$ cat config.mk
export PLATFORM = sky130hd
export DESIGN_NAME = sgc_port
export DESIGN_NICKNAME = d
export VERILOG_FILES = /design/src/sgc_pkg.sv /design/src/sgc_port.sv /design/src/sgc_sync.sv
export SDC_FILE = /design/constraint.sdc
export NUM_CORES = 1
export LEC_CHECK = 0
export BUFFER_PORTS_ARGS = -buffer_cell sky130_fd_sc_hd__clkbuf_2
export CORE_UTILIZATION = 57
export DETAILED_ROUTE_END_ITERATION = 10
export PLACE_DENSITY = 0.82
export RECOVER_POWER = 100
export SETUP_SLACK_MARGIN = 0.5
export SLEW_MARGIN = 20
export SYNTH_ARGS = -nofsm -noshare
export SYNTH_HDL_FRONTEND = slang
export SYNTH_SLANG_ARGS = --single-unit
export TNS_END_PERCENT = 5
$ cat constraint.sdc
create_clock -name clk -period 4.35 [get_ports clk]
set_clock_uncertainty 0.2 [all_clocks]
set_input_delay 0.6525 -clock clk [delete_from_list [all_inputs] [get_ports clk]]
set_output_delay 0.6525 -clock clk [all_outputs]
set_load 0.05 [all_outputs]
$ cat src/sgc_pkg.sv
// Purpose: Shared constants for the serial gain control port
// Assumes: Single 20 MHz system clock, serial pins sampled by it
// Notes:   Gain in half-dB units: code 1 is -51, each step adds 2
package sgc_pkg;
  localparam int unsigned      CLK_HZ        = 20_000_000;
  localparam int unsigned      SYNC_STAGES   = 2;
  localparam int unsigned      SHIFT_W       = 6;
  localparam logic [5:0]       GAIN_RESET    = 6'h01;
  localparam logic [5:0]       GAIN_MIN      = 6'h01;
  localparam logic [5:0]       GAIN_MAX      = 6'h3c;
  localparam int unsigned      HDB_W         = 8;
  localparam logic signed [7:0] HDB_AT_MIN   = -8'sh33;
  localparam logic signed [7:0] HDB_PER_STEP = 8'sh02;

  typedef enum logic [2:0] {
    SGC_SLEEP    = 3'b001,
    SGC_BETWEEN  = 3'b010,
    SGC_TRANSMIT = 3'b100
  } sgc_mode_e;
endpackage : sgc_pkg

$ cat src/sgc_port.sv
// Overview of operation
// - Shift data on serial clock rise, enable low
// - Six-bit register, MSB first, last six kept
// - Eight-bit words lose their upper two bits
// - Values above 63 keep six low bits
// - Codes 61 to 63 act as 60
// - Code 1 is -25.5 dB, 1 dB steps
// - Applied gain starts at code 1
// - Transmit enable low gives between-burst mode
// - Sleep low gives lowest-power sleep mode
// - Load enable rise applies word, blocks shifting
// - Sleep high restores normal operation
//
// Purpose: Digital control of a programmable-gain line driver
// Assumes: All pins asynchronous; serial clock well below clk/4
// Notes:   Mode pins see three flops of latency; code 0 passes as is
`timescale 1ns/10ps
module sgc_port (
  input  wire logic            clk,
  input  wire logic            nrst,
  input  wire logic            serial_clk,
  input  wire logic            serial_gain_in,
  input  wire logic            load_enable_n,
  input  wire logic            transmit_enable,
  input  wire logic            sleep_n,
  output logic [5:0]           gain_code,
  output logic signed [7:0]    gain_half_db,
  output logic                 amp_active,
  output logic                 sleep_active,
  output sgc_pkg::sgc_mode_e   mode
);
  // Synchronised pins
  logic [2:0]         link_s;
  logic [1:0]         ctrl_s;
  logic               sclk_s;
  logic               sdat_s;
  logic               len_s;
  logic               transmit_enable_s;
  logic               slp_s;

  // Edge history and detected edges
  logic               sclk_d;
  logic               len_d;
  logic               sclk_rise;
  logic               len_rise;
  logic               shift_en;

  // Shift register and the code it would apply
  logic [5:0]         shreg;
  logic [5:0]         next_shreg;
  logic [5:0]         next_gain;
  logic signed [7:0]  next_half_db;

  // Mode decode
  sgc_pkg::sgc_mode_e next_mode;
  logic               next_amp;
  logic               next_sleep;

  // Edge test shared by serial clock and load enable
  function automatic logic edge_up(
    input logic now_lvl,
    input logic old_lvl
  );
    edge_up = now_lvl & ~old_lvl;
  endfunction : edge_up

  // Upper saturation only; code 0 passes through
  function automatic logic [5:0] clamp_code(
    input logic [5:0] c
  );
    if (c > sgc_pkg::GAIN_MAX) begin
      clamp_code = sgc_pkg::GAIN_MAX;
    end else begin
      clamp_code = c;
    end
  endfunction : clamp_code

  // Half-dB units keep the half step exact in integer logic
  function automatic logic signed [7:0] code_to_hdb(
    input logic [5:0] c
  );
    logic signed [7:0] steps;
    steps = $signed({2'b00, c}) - $signed({2'b00, sgc_pkg::GAIN_MIN});
    code_to_hdb = sgc_pkg::HDB_AT_MIN + 8'(steps * sgc_pkg::HDB_PER_STEP);
  endfunction : code_to_hdb

  // Serial pins reset to their idle levels: clock low, load enable high.
  // A low reset level would fake a load enable rise and lose code 1.
  sgc_sync #(
    .W       (3),
    .RST_VAL (3'h1)
  ) u_sync_link (
    .clk  (clk),
    .nrst (nrst),
    .d    ({serial_clk, serial_gain_in, load_enable_n}),
    .q    (link_s)
  );

  // Mode pins reset low, which reads as sleep until they settle
  sgc_sync #(
    .W       (2),
    .RST_VAL (2'h0)
  ) u_sync_ctrl (
    .clk  (clk),
    .nrst (nrst),
    .d    ({transmit_enable, sleep_n}),
    .q    (ctrl_s)
  );

  assign sclk_s = link_s[2];
  assign sdat_s = link_s[1];
  assign len_s  = link_s[0];
  assign transmit_enable_s = ctrl_s[1];
  assign slp_s  = ctrl_s[0];

  // Clock history resets to the idle low level
  always_ff @(posedge clk or negedge nrst) begin
    if (!nrst) begin
      sclk_d <= 1'b0;
    end else begin
      sclk_d <= sclk_s;
    end
  end

  // Load enable history resets high, so no false rise follows reset
  always_ff @(posedge clk or negedge nrst) begin
    if (!nrst) begin
      len_d <= 1'b1;
    end else begin
      len_d <= len_s;
    end
  end

  // Shifting is shut while load enable is high
  assign sclk_rise = edge_up(sclk_s, sclk_d);
  assign len_rise  = edge_up(len_s, len_d);
  assign shift_en  = ~len_s & sclk_rise;

  // Longer words simply push their upper bits out of the top
  always_comb begin
    next_shreg = shreg;
    if (shift_en) begin
      next_shreg = {shreg[4:0], sdat_s};
    end
  end

  always_ff @(posedge clk or negedge nrst) begin
    if (!nrst) begin
      shreg <= 6'h00;
    end else begin
      shreg <= next_shreg;
    end
  end

  assign next_gain    = clamp_code(shreg);
  assign next_half_db = code_to_hdb(next_gain);

  // Only a completed load changes the gain; mode pins never touch it
  always_ff @(posedge clk or negedge nrst) begin
    if (!nrst) begin
      gain_code <= sgc_pkg::GAIN_RESET;
    end else if (len_rise) begin
      gain_code <= next_gain;
    end
  end

  always_ff @(posedge clk or negedge nrst) begin
    if (!nrst) begin
      gain_half_db <= sgc_pkg::HDB_AT_MIN;
    end else if (len_rise) begin
      gain_half_db <= next_half_db;
    end
  end

  // Sleep outranks transmit enable
  always_comb begin
    next_mode = sgc_pkg::SGC_SLEEP;
    unique case ({slp_s, transmit_enable_s})
      2'b00: begin
        next_mode = sgc_pkg::SGC_SLEEP;
      end
      2'b01: begin
        next_mode = sgc_pkg::SGC_SLEEP;
      end
      2'b10: begin
        next_mode = sgc_pkg::SGC_BETWEEN;
      end
      2'b11: begin
        next_mode = sgc_pkg::SGC_TRANSMIT;
      end
    endcase
  end

  // Flags decode the next mode so they switch together with it
  assign next_amp   = (next_mode == sgc_pkg::SGC_TRANSMIT);
  assign next_sleep = (next_mode == sgc_pkg::SGC_SLEEP);

  // Reset lands in sleep, matching the mode pins' reset level
  always_ff @(posedge clk or negedge nrst) begin
    if (!nrst) begin
      mode <= sgc_pkg::SGC_SLEEP;
    end else begin
      mode <= next_mode;
    end
  end

  always_ff @(posedge clk or negedge nrst) begin
    if (!nrst) begin
      amp_active <= 1'b0;
    end else begin
      amp_active <= next_amp;
    end
  end

  always_ff @(posedge clk or negedge nrst) begin
    if (!nrst) begin
      sleep_active <= 1'b1;
    end else begin
      sleep_active <= next_sleep;
    end
  end
endmodule : sgc_port

$ cat src/sgc_sync.sv
// Purpose: Two-flop synchroniser for a group of pin inputs
// Assumes: Inputs asynchronous to clk
// Notes:   First stage is read only by the second stage
`timescale 1ns/10ps
module sgc_sync #(
  parameter int unsigned  W       = 1,
  parameter logic [W-1:0] RST_VAL = '0
) (
  input  wire logic         clk,
  input  wire logic         nrst,
  input  wire logic [W-1:0] d,
  output logic      [W-1:0] q
);
  logic [W-1:0] meta;

  // Reset to the pins' idle levels so no false edge follows reset
  always_ff @(posedge clk or negedge nrst) begin
    if (!nrst) begin
      meta <= RST_VAL;
      q    <= RST_VAL;
    end else begin
      meta <= d;
      q    <= meta;
    end
  end
endmodule : sgc_sync
==> impl_metrics.json, run 1 <==
{
  "run_status": "finished with violations",
  "violations": "capacitance limit, slew limit",
  "grt_use_total_pct": 20.5,
  "worst_slew_pin_slew_ns": 1.66,
  "synth_flop_cell": "dfrtp_1",
  "cts.repair.resized": 0,
  "hold_class": "reg2reg",
  "fp.coreArea_um2": 2250,
  "leakagePower_nw": 0.670,
  "final_util_pct": 67.6,
  "path_buf_inv": 0,
  "arrival_ns": 2.48,
  "die_y_um": 51.3,
  "final.fill_count": 177,
  "synth_fp_nets": 123,
  "cts-hold-fix-buffers": 0,
  "wl_um": 2230,
  "async_flop_share_pct": 100,
  "area_delta_synth_final_pct": 10.3,
  "drive_gt1_share_pct": 21.7,
  "post-route-drc-count": 0,
  "drv_cap": 1,
  "antenna_found_initial": 0,
  "setup_ws_ns": 1.90,
  "antennaDiodeCount": 0,
  "ant_nets": 0,
  "crit_path_max_fanout": 11,
  "num_vias": 887,
  "pin_count": 26,
  "post-route-period-util_pct": 56.2,
  "start_kind": "flop",
  "clock_latency_ns": 0.33,
  "start_util_pct": 61.3,
  "first_pass_iters": 4,
  "htreeDepth": 2,
  "cpLargestDelayFamily": "simple AND/OR/NAND/NOR gates",
  "yosys-top-cells-area": "dfrtp_1 (45%), dfstp_2 (17%), nand2_1 (6.5%)",
  "synth-seq-area-share_pct": 62.4,
  "cp_slowest_cell": "dfrtp_1",
  "grt_pass1_wl_um": 3710,
  "ctsLongestPathBuffers": 2,
  "setup-violations-final": 0,
  "drt_iter0_markers": 23,
  "wl_per_cell_um": 13.5,
  "drv_slew": 35,
  "r2r_slack_ns": 1.90,
  "root_buffer": "clkbuf_4",
  "post_cts_buffers": 0,
  "multiInputGateArea_um2": 449,
  "r2r_start": "shreg[2]",
  "required_ns": 4.38,
  "nets": 146,
  "layout_min_cycle_time_ns": 2.45,
  "relSlewSlack_pct": -10.7,
  "cts_tree": "yes",
  "synth_most_common_cell": "dfrtp_1",
  "rows": 17,
  "dieArea_um2": 2630,
  "holdCritStartpoint": "u_sync_ctrl.meta[0]",
  "grt_pass1_vias": 832,
  "synth_area_um2": 1380,
  "avgSynthCellArea_um2": 12.1,
  "fin_tns_setup_ns": 0,
  "routed_via_density": 5.34,
  "clkTransAtPathRegs_ns": 0.09,
  "max_freq_mhz": 409,
  "rsz0062_at_grt": "false",
  "post-synth-top-area-cell": "dfrtp_1",
  "finalHoldViolCount": 0,
  "fp.dieW_um": 51.3,
  "grt_overflow_total": 0,
  "max_stage_delay_ns": 0.57,
  "endpoint_kind": "flop",
  "reg2regPathDepth": 8,
  "gp_routability_congestion": 0.835,
  "r2r-end": "gain_half_db[7]",
  "grt_max_degree": 35,
  "yosysWarnings": 0,
  "syn_inst": 114,
  "yosysTopAreaCellShare_pct": 45.2,
  "hpwl_um": 1580,
  "crit_type": "reg2reg",
  "port-buffer-count": 24,
  "holdPathStages": 0,
  "synth_common_cells": "dfrtp_1 (25), nand2_1 (24), dfstp_2 (9), o21ai_0 (7), xnor2_1 (6)",
  "crit_chain": "nand4_1, nand2_1, ha_1, nor3b_1, xor2_1, o211ai_1, a32oi_1, o21ai_0",
  "ff_latch_area_um2": 862,
  "holdPathEnd": "u_sync_ctrl.q[0]",
  "ys_ff_latch": 34,
  "preCtsSetupSlack_ns": 2.03,
  "synth_cell_type_count": 32,
  "synth_edf_count": 0,
  "numCtsBuffers": 5,
  "ir_drop_uv": 443,
  "powerDensity_nw_per_um2": 758,
  "cts.sinks": 34
}
-- registers in the layout, indices dropped and copies added, names as in the netlist, 2 cells and up --
name	cells
shreg	6
u_sync_link.meta	3
u_sync_ctrl.meta	2
u_sync_link.q	3
u_sync_ctrl.q	2
gain_half_db	7
gain_code	6
-- how the worst max path moves through the flow --
stage | cells past startpoint | end | startpoint
after floorplan | 9 | gain_half_db[7] | shreg[2]
after global placement | 8 | gain_half_db[7] | shreg[2]
after detailed placement | 8 | gain_half_db[7] | shreg[2]
after CTS | 8 | gain_half_db[7] | shreg[2]
after global routing | 8 | gain_half_db[6] | shreg[2]
final | 8 | gain_half_db[7] | shreg[2]
-- cells by family after synthesis --
logic type	after synthesis	synth area share (%)
XOR/XNOR	8	5.61
adder cells (fa/ha/maj)	2	1.81
flip-flops	34	62.4
AND/OR/NAND/NOR	38	14.3
other	1	0.271
AO/OA/AOI/OAI	16	7.15
multiplexers	5	4.07
buffers and inverters	10	4.43
-- metrics by stage --
stage	cell area (um^2)	hold WS [ns]	power [W]	instances
2_1_floorplan	1380	0.131	0.000875	114
3_3_place_gp	1480	0.134	0.000940	158
3_5_place_dp	1480	0.136	0.000962	158
4_1_cts	1560	0.158	0.00118	166
5_1_grt	1530	0.164	0.00122	166
6_report	1530	0.156	0.00116	166
-- per-layer routing --
metal / GRT usage [%] / share of wire, %
met5: 0 / 0
met4: 9.46 / 1.7
met3: 8.04 / 6.2
met2: 34.6 / 48
met1: 22.5 / 44
-- cell usage in the layout (no fill, tap or decap), drive strengths merged, types with 2 or more instances in the layout --
cell type  count
xnor2          7
clkbuf        31
inv            2
nand4          2
nor3           3
dfrtp         25
mux2           5
nor2           2
o21ai          9
dfstp          9
nand2         24
ha             2
nor3b          2
-- worst register-to-register path: stages, from the launching register on --
cell and delay (ns):
dfrtp_1 0.57, nand4_1 0.22, nand2_1 0.14, ha_1 0.28, nor3b_1 0.37, xor2_1 0.18
o211ai_1 0.10, a32oi_1 0.19, o21ai_0 0.11
-- report_power, final --
part / leakage [nW] / internal (W) / switching (W)
clock network: 0.0395 / 0.000122 / 0.0000955
registers: 0.398 / 0.000404 / 0.0000747
logic: 0.233 / 0.000141 / 0.000318
total: 0.670 / 0.000667 / 0.000488
-- cell type report --
cell class,count,area share [%]
clock inverters,1,1.97
repair buffers,24,6.32
clock buffers,7,2.95
flip-flops and latches,34,56.5
well taps,28,2.30
multi-input cells,70,29.5
inverters,2,0.492
Note: power is estimated with default switching activity, not from simulation.
==> run 2: changes to the inputs <==
--- a/config.mk
+++ b/config.mk
@@ -5,10 +5,11 @@
 export SDC_FILE = /design/constraint.sdc
 export NUM_CORES = 1
 export LEC_CHECK = 0
+export ABC_AREA = 1
 export BUFFER_PORTS_ARGS = -buffer_cell sky130_fd_sc_hd__clkbuf_2
-export CORE_UTILIZATION = 57
+export CORE_UTILIZATION = 53
 export DETAILED_ROUTE_END_ITERATION = 10
-export PLACE_DENSITY = 0.82
+export PLACE_DENSITY = 0.77
 export RECOVER_POWER = 100
 export SETUP_SLACK_MARGIN = 0.5
 export SLEW_MARGIN = 20
==> constraint.sdc (replaced) <==
create_clock -name clk -period 2.35 [get_ports clk]
set_clock_uncertainty 0.2 [all_clocks]
set_input_delay 0.3525 -clock clk [delete_from_list [all_inputs] [get_ports clk]]
set_output_delay 0.3525 -clock clk [all_outputs]
set_load 0.05 [all_outputs]
==> run 2 against run 1 <==
Against the previous run:
- cell area grew 11%
- sequential share of layout area is 5.7 points lower
- routed wire length is 11% higher
- critical endpoint is now gain_half_db[6]
- the flow now finishes without violations
- utilization up 6.3 points
- global-route usage is 0.27 points higher
==> impl_metrics.json, run 2 <==
{
  "fin_tns_setup_ns": 0,
  "wl_per_cell_um": 12.3,
  "cts.sinks": 34,
  "antennaDiodeCount": 0,
  "relSlewSlack_pct": 47.2,
  "yosys-top-cells-area": "dfrtp_1 (46%), dfstp_2 (18%), nand2_1 (9.5%)",
  "ys_ff_latch": 34,
  "rsz0062_at_grt": "true",
  "post-synth-top-area-cell": "dfrtp_1",
  "regMostFlops": "gain_half_db",
  "place_inst": 177,
  "hold_class": "reg2reg",
  "synth_cell_type_count": 25,
  "ir_drop_uv": 669,
  "drive_gt1_share_pct": 29.5,
  "arrival_ns": 2.18,
  "syn_inst": 130,
  "synth-seq-area-share_pct": 63.9,
  "endpoint_kind": "flop",
  "root_buffer": "clkbuf_4",
  "start_kind": "flop",
  "rows": 17,
  "dieArea_um2": 2750,
  "nets": 181,
  "num_vias": 997,
  "drt_iter0_markers": 24,
  "p_int_w": 0.00105,
  "seqPwrFrac_pct": 42.3,
  "p_comb_share_pct": 38.8,
  "clkTransAtPathRegs_ns": 0.11,
  "reg2regPathDepth": 12,
  "drv_cap": 0,
  "p_switching_w": 0.000761,
  "post-route-period-util_pct": 88.5,
  "post-route-drc-count": 0,
  "grt_overflow_total": 0,
  "area_delta_synth_final_pct": 25.8,
  "run_status": "finished clean",
  "port-buffer-count": 24,
  "ctsLongestPathBuffers": 2,
  "final_util_pct": 73.9,
  "largest_reg_flops": 7,
  "start_util_pct": 58.8,
  "pin_count": 26,
  "first_pass_iters": 4,
  "synth_edf_count": 0,
  "avgSynthCellArea_um2": 10.4,
  "r2r-end": "gain_half_db[6]",
  "max_freq_mhz": 481,
  "required_ns": 2.45,
  "wl_um": 2480,
  "async_flop_share_pct": 100,
  "die_y_um": 52.5,
  "synth_most_common_cell": "nand2_1",
  "htreeDepth": 2,
  "worstSetupEndpoint": "gain_half_db[6]",
  "crit_path_max_fanout": 3,
  "r2r_slack_ns": 0.27,
  "whs_ns": 0.161,
  "antenna_found_initial": 0,
  "p_clk_share_pct": 19.0,
  "total_power_w": 0.00181,
  "synth_area_um2": 1350,
  "hpwl_um": 1480,
  "mostFrequentLayoutCell": "nand2_1",
  "fp.dieW_um": 52.5,
  "clock_latency_ns": 0.35,
  "finalHoldViolCount": 0,
  "powerDensity_nw_per_um2": 1070,
  "synth_common_cells": "nand2_1 (34), dfrtp_1 (25), nand3_1 (10)",
  "grt_pass1_vias": 874,
  "leakagePower_nw": 0.790,
  "fp.coreArea_um2": 2300,
  "yosysTopAreaCellShare_pct": 46.3,
  "top_regs": "gain_half_db x7, gain_code x6, shreg x6",
  "grt_pass1_wl_um": 3730,
  "grt_max_degree": 35,
  "synth_flop_cell": "dfrtp_1",
  "worst_slew_pin_slew_ns": 0.792,
  "routed_via_density": 4.96,
  "r2r_start": "shreg[0]",
  "grt_use_total_pct": 20.7,
  "setup-violations-final": 0,
  "crit_type": "reg2reg",
  "drv_slew": 0,
  "ant_nets": 0,
  "startpoint": "shreg[0]",
  "layout_min_cycle_time_ns": 2.08,
  "final_cells": 201,
  "p_sw_share_pct": 41.9,
  "synth_fp_nets": 139,
  "final_cell_mix": "nand2_1 (33), dfrtp_1 (24), clkbuf_1 (18)",
  "gp_routability_congestion": 0.852,
  "numCtsBuffers": 5,
  "yosysWarnings": 0,
  "cts_tree": "yes"
}
-- run 2: changes by cell type in the layout (fill, tap and decap cells not counted), moves of 6 or more --
| cell | change |
|---|---|
| buf_4 | +10 |
| nand2_1 | +9 |
| dlygate4sd3_1 | +6 |
| inv_1 | +6 |
| xnor2_1 | -6 |
-- run 2: how the worst min path moves through the flow --
stage,from,end,cells past startpoint
3_5_place_dp,u_sync_link.meta[2],u_sync_link.q[2],0
3_3_place_gp,u_sync_ctrl.meta[1],u_sync_ctrl.q[1],0
4_1_cts,u_sync_ctrl.meta[1],u_sync_ctrl.q[1],0
2_1_floorplan,nrst,amp_active,0
5_1_grt,u_sync_link.meta[2],u_sync_link.q[2],0
6_report,u_sync_ctrl.meta[1],u_sync_ctrl.q[1],0
-- run 2: stage by stage --
stage | setup slack (ns) | instance area, um^2
after floorplan | 0.463 | 1360
after global placement | 0.355 | 1490
after detailed placement | 0.237 | 1490
after CTS | 0.411 | 1690
after global routing | 0.116 | 1700
final | 0.271 | 1700
-- run 2: area by class of cell --
cell class | count | area [um^2]
flip-flops and latches | 34 | 863
fillers | 160 | 599
multi-input cells | 80 | 462
repair buffers | 40 | 233
clock buffers | 6 | 51.3
inverters | 11 | 41.3
well taps | 28 | 35.0
clock inverters | 2 | 12.5
-- run 2: kinds of logic after synthesis --
logic type               after synthesis  share of synthesized area (%)
AO/OA/AOI/OAI                         16                           6.21
XOR/XNOR                               1                          0.649
adder cells (fa/ha/maj)                2                           1.85
buffers and inverters                 16                           5.37
flip-flops                            34                           63.9
other                                  1                          0.278
AND/OR/NAND/NOR                       60                           21.8
-- run 2: power groups by stage --
stage	combinational [W]	clock (W)	sequential (W)
after floorplan	0.000241	0	0.00102
after global placement	0.000594	0	0.000784
after detailed placement	0.000603	0	0.000789
after CTS	0.000685	0.000349	0.000766
after global routing	0.000763	0.000385	0.000781
final	0.000703	0.000344	0.000766
-- run 2: repair_timing --
item | CTS | global route
pin swaps | 2 | 9
resized for setup | 5 | 6
setup endpoints to repair | 5 | 5
setup buffers | 6 | 4
hold buffers | 6 | 0
hold endpoints to repair | 30 | 0
-- run 2: per-layer routing --
metal	global-route usage, %	wire length (um)
met5	0	0
met1	23.0	1060
met4	14.0	55
met3	10.4	113
met2	30.8	1250
-- run 2: critical path: stages, from the launching register on --
cell and delay, ns:
dfrtp_1 0.43, nor2_4 0.13, nor3_2 0.05, nand3_1 0.12
nand2_1 0.13, ha_4 0.21, xnor2_4 0.15, ha_1 0.22
inv_2 0.08, nand3_2 0.06, nand3_2 0.07, nand3_2 0.08
nand2_1 0.09
==> run 3: changes to the inputs <==
--- a/config.mk
+++ b/config.mk
@@ -9,6 +9,7 @@
 export BUFFER_PORTS_ARGS = -buffer_cell sky130_fd_sc_hd__clkbuf_2
 export CORE_UTILIZATION = 53
 export DETAILED_ROUTE_END_ITERATION = 10
+export GPL_TIMING_DRIVEN = 0
 export PLACE_DENSITY = 0.77
 export RECOVER_POWER = 100
 export SETUP_SLACK_MARGIN = 0.5
==> constraint.sdc (replaced) <==
create_clock -name clk -period 2.35 [get_ports clk]
set_clock_uncertainty 0.2 [all_clocks]
set_input_delay 0.3525 -clock clk [delete_from_list [all_inputs] [get_ports clk]]
set_output_delay 0.3525 -clock clk [all_outputs]
set_load 0.02 [all_outputs]
==> run 3 against run 2 <==
Against the previous run:
- utilization grew 4.6 points
- sequential share of layout area shrank 3.0 points
- sequential power grew 0.8%
- clock power grew 17%
- largest power group unchanged
- first-iteration DRC count grew 58%
- cell area grew 6.3%
- worst setup slack lost 0.11 ns
- fmax shrank 5.2%
- combinational power shrank 8.7%
==> impl_metrics.json, run 3 (synthesis gave the netlist of run 2 again) <==
{
  "fp.dieW_um": 52.5,
  "ir_drop_uv": 709,
  "p_clk_share_pct": 22.1,
  "worstSetupEndpoint": "gain_half_db[7]",
  "worst_slew_pin_slew_ns": 0.788,
  "post-route-drc-count": 0,
  "final_cell_mix": "nand2_1 (29), dfrtp_1 (24), clkbuf_1 (21)",
  "start_util_pct": 58.8,
  "num_vias": 1121,
  "setup-violations-final": 0,
  "setup_ws_ns": 0.158,
  "ff_latch_area_um2": 863,
  "cts_tree": "yes",
  "arrival_ns": 2.24,
  "finalHoldViolCount": 0,
  "hold_class": "reg2reg",
  "endpoint_kind": "flop",
  "grt_overflow_total": 0,
  "reg2regPathDepth": 14,
  "clkTransAtPathRegs_ns": 0.10,
  "nets": 188,
  "largest_reg_flops": 7,
  "die_y_um": 52.5,
  "dieArea_um2": 2750,
  "layout_min_cycle_time_ns": 2.19,
  "ctsLongestPathBuffers": 2,
  "rows": 17,
  "grt_use_total_pct": 22.3,
  "first_pass_iters": 4,
  "relSlewSlack_pct": 47.5,
  "grt_pass1_vias": 1044,
  "port-buffer-count": 24,
  "clock_latency_ns": 0.32,
  "max_freq_mhz": 456,
  "run_status": "finished clean",
  "r2r_start": "shreg[0]",
  "p_switching_w": 0.000641,
  "htreeDepth": 2,
  "r2r_slack_ns": 0.16,
  "preCtsSetupSlack_ns": 0.270,
  "holdCritStartpoint": "u_sync_ctrl.meta[0]",
  "drv_slew": 0,
  "post-route-period-util_pct": 93.3,
  "crit_type": "reg2reg",
  "antennaDiodeCount": 0,
  "regMostFlops": "gain_half_db",
  "required_ns": 2.40,
  "rsz0062_at_grt": "true",
  "ant_nets": 0,
  "final.fill_count": 153,
  "area_delta_synth_final_pct": 33.6,
  "p_sw_share_pct": 35.3,
  "p_int_w": 0.00117,
  "pin_count": 26,
  "mostFrequentLayoutCell": "nand2_1",
  "leakagePower_nw": 0.825,
  "seqPwrFrac_pct": 42.6,
  "startpoint": "shreg[0]",
  "crit_path_max_fanout": 4,
  "cts.sinks": 34,
  "routed_via_density": 5.39,
  "powerDensity_nw_per_um2": 1010,
  "wl_per_cell_um": 15.1,
  "p_comb_share_pct": 35.4,
  "root_buffer": "clkbuf_4",
  "start_kind": "flop",
  "grt_pass1_wl_um": 4240,
  "gp_routability_congestion": 0.876,
  "drive_gt1_share_pct": 32.8,
  "antenna_found_initial": 0,
  "numCtsBuffers": 5,
  "fp.coreArea_um2": 2300,
  "top_regs": "gain_half_db x7, gain_code x6, shreg x6",
  "final_util_pct": 78.5,
  "drv_cap": 0,
  "hpwl_um": 1590,
  "r2r-end": "gain_half_db[7]",
  "multiInputGateArea_um2": 504,
  "fin_tns_setup_ns": 0,
  "wl_um": 3150,
  "drt_iter0_markers": 38,
  "grt_max_degree": 35
}
-- run 3: critical path, stage by stage (launching register included) --
cell     delay, ns
dfrtp_1       0.42
nor2_4        0.05
nor3_2        0.24
nand3_2       0.15
nand2_2       0.13
ha_4          0.18
buf_6         0.12
nand2_2       0.06
nand2_2       0.09
nand2_4       0.08
nand3_4       0.08
nand2_2       0.05
nand2_1       0.06
nand3_1       0.07
nand2_1       0.14
-- run 3: power by group through the flow --
stage | clock network (W) | logic, W | registers [W]
5_1_grt | 0.000440 | 0.000688 | 0.000784
3_3_place_gp | 0 | 0.000437 | 0.000784
3_5_place_dp | 0 | 0.000446 | 0.000791
2_1_floorplan | 0 | 0.000235 | 0.000867
4_1_cts | 0.000410 | 0.000522 | 0.000769
6_report | 0.000401 | 0.000642 | 0.000772
-- run 3: final cells by class --
class / count / area share, %
sequential: 34 / 47.9
multi-input combinational: 80 / 27.9
timing repair buffer: 42 / 13.9
clock buffer: 7 / 2.50
tap: 28 / 1.94
clock inverter: 1 / 1.66
inverter: 11 / 2.43
buffer: 5 / 1.73
-- run 3: repair_timing --
action	4_1_cts	5_1_grt
buffers inserted	8	4
endpoints found under the setup margin	5	5
hold buffers	6	0
hold endpoints to repair	30	0
resized for setup	6	13
gates cloned	0	0
pin swaps	3	14
-- run 3: worst min path at each step --
stage                       endpoint  cells after the start
finish              u_sync_ctrl.q[0]                      0
floorplan                 amp_active                      0
CTS                 u_sync_link.q[0]                      0
global route        u_sync_ctrl.q[0]                      0
global placement    u_sync_ctrl.q[1]                      0
detailed placement  u_sync_link.q[2]                      0
-- run 3: per-layer routing --
metal / wire length, um / GRT usage [%] / up-vias
met1: 1210 / 23.9 / 554
met2: 1690 / 38.8 / 47
li1: - / - / 509
met5: 0 / 0 / -
met3: 143 / 7.25 / 11
met4: 108 / 11.4 / 0
-- run 3: through the flow --
| step | hold WS, ns | cells | total power (W) | area [um^2] |
|---|---|---|---|---|
| 6_report | 0.157 | 208 | 0.00181 | 1800 |
| 5_1_grt | 0.176 | 208 | 0.00191 | 1800 |
| 4_1_cts | 0.168 | 204 | 0.00170 | 1730 |
| 3_5_place_dp | 0.146 | 182 | 0.00124 | 1520 |
| 3_3_place_gp | 0.133 | 182 | 0.00122 | 1520 |
| 2_1_floorplan | -0.143 | 130 | 0.00110 | 1360 |
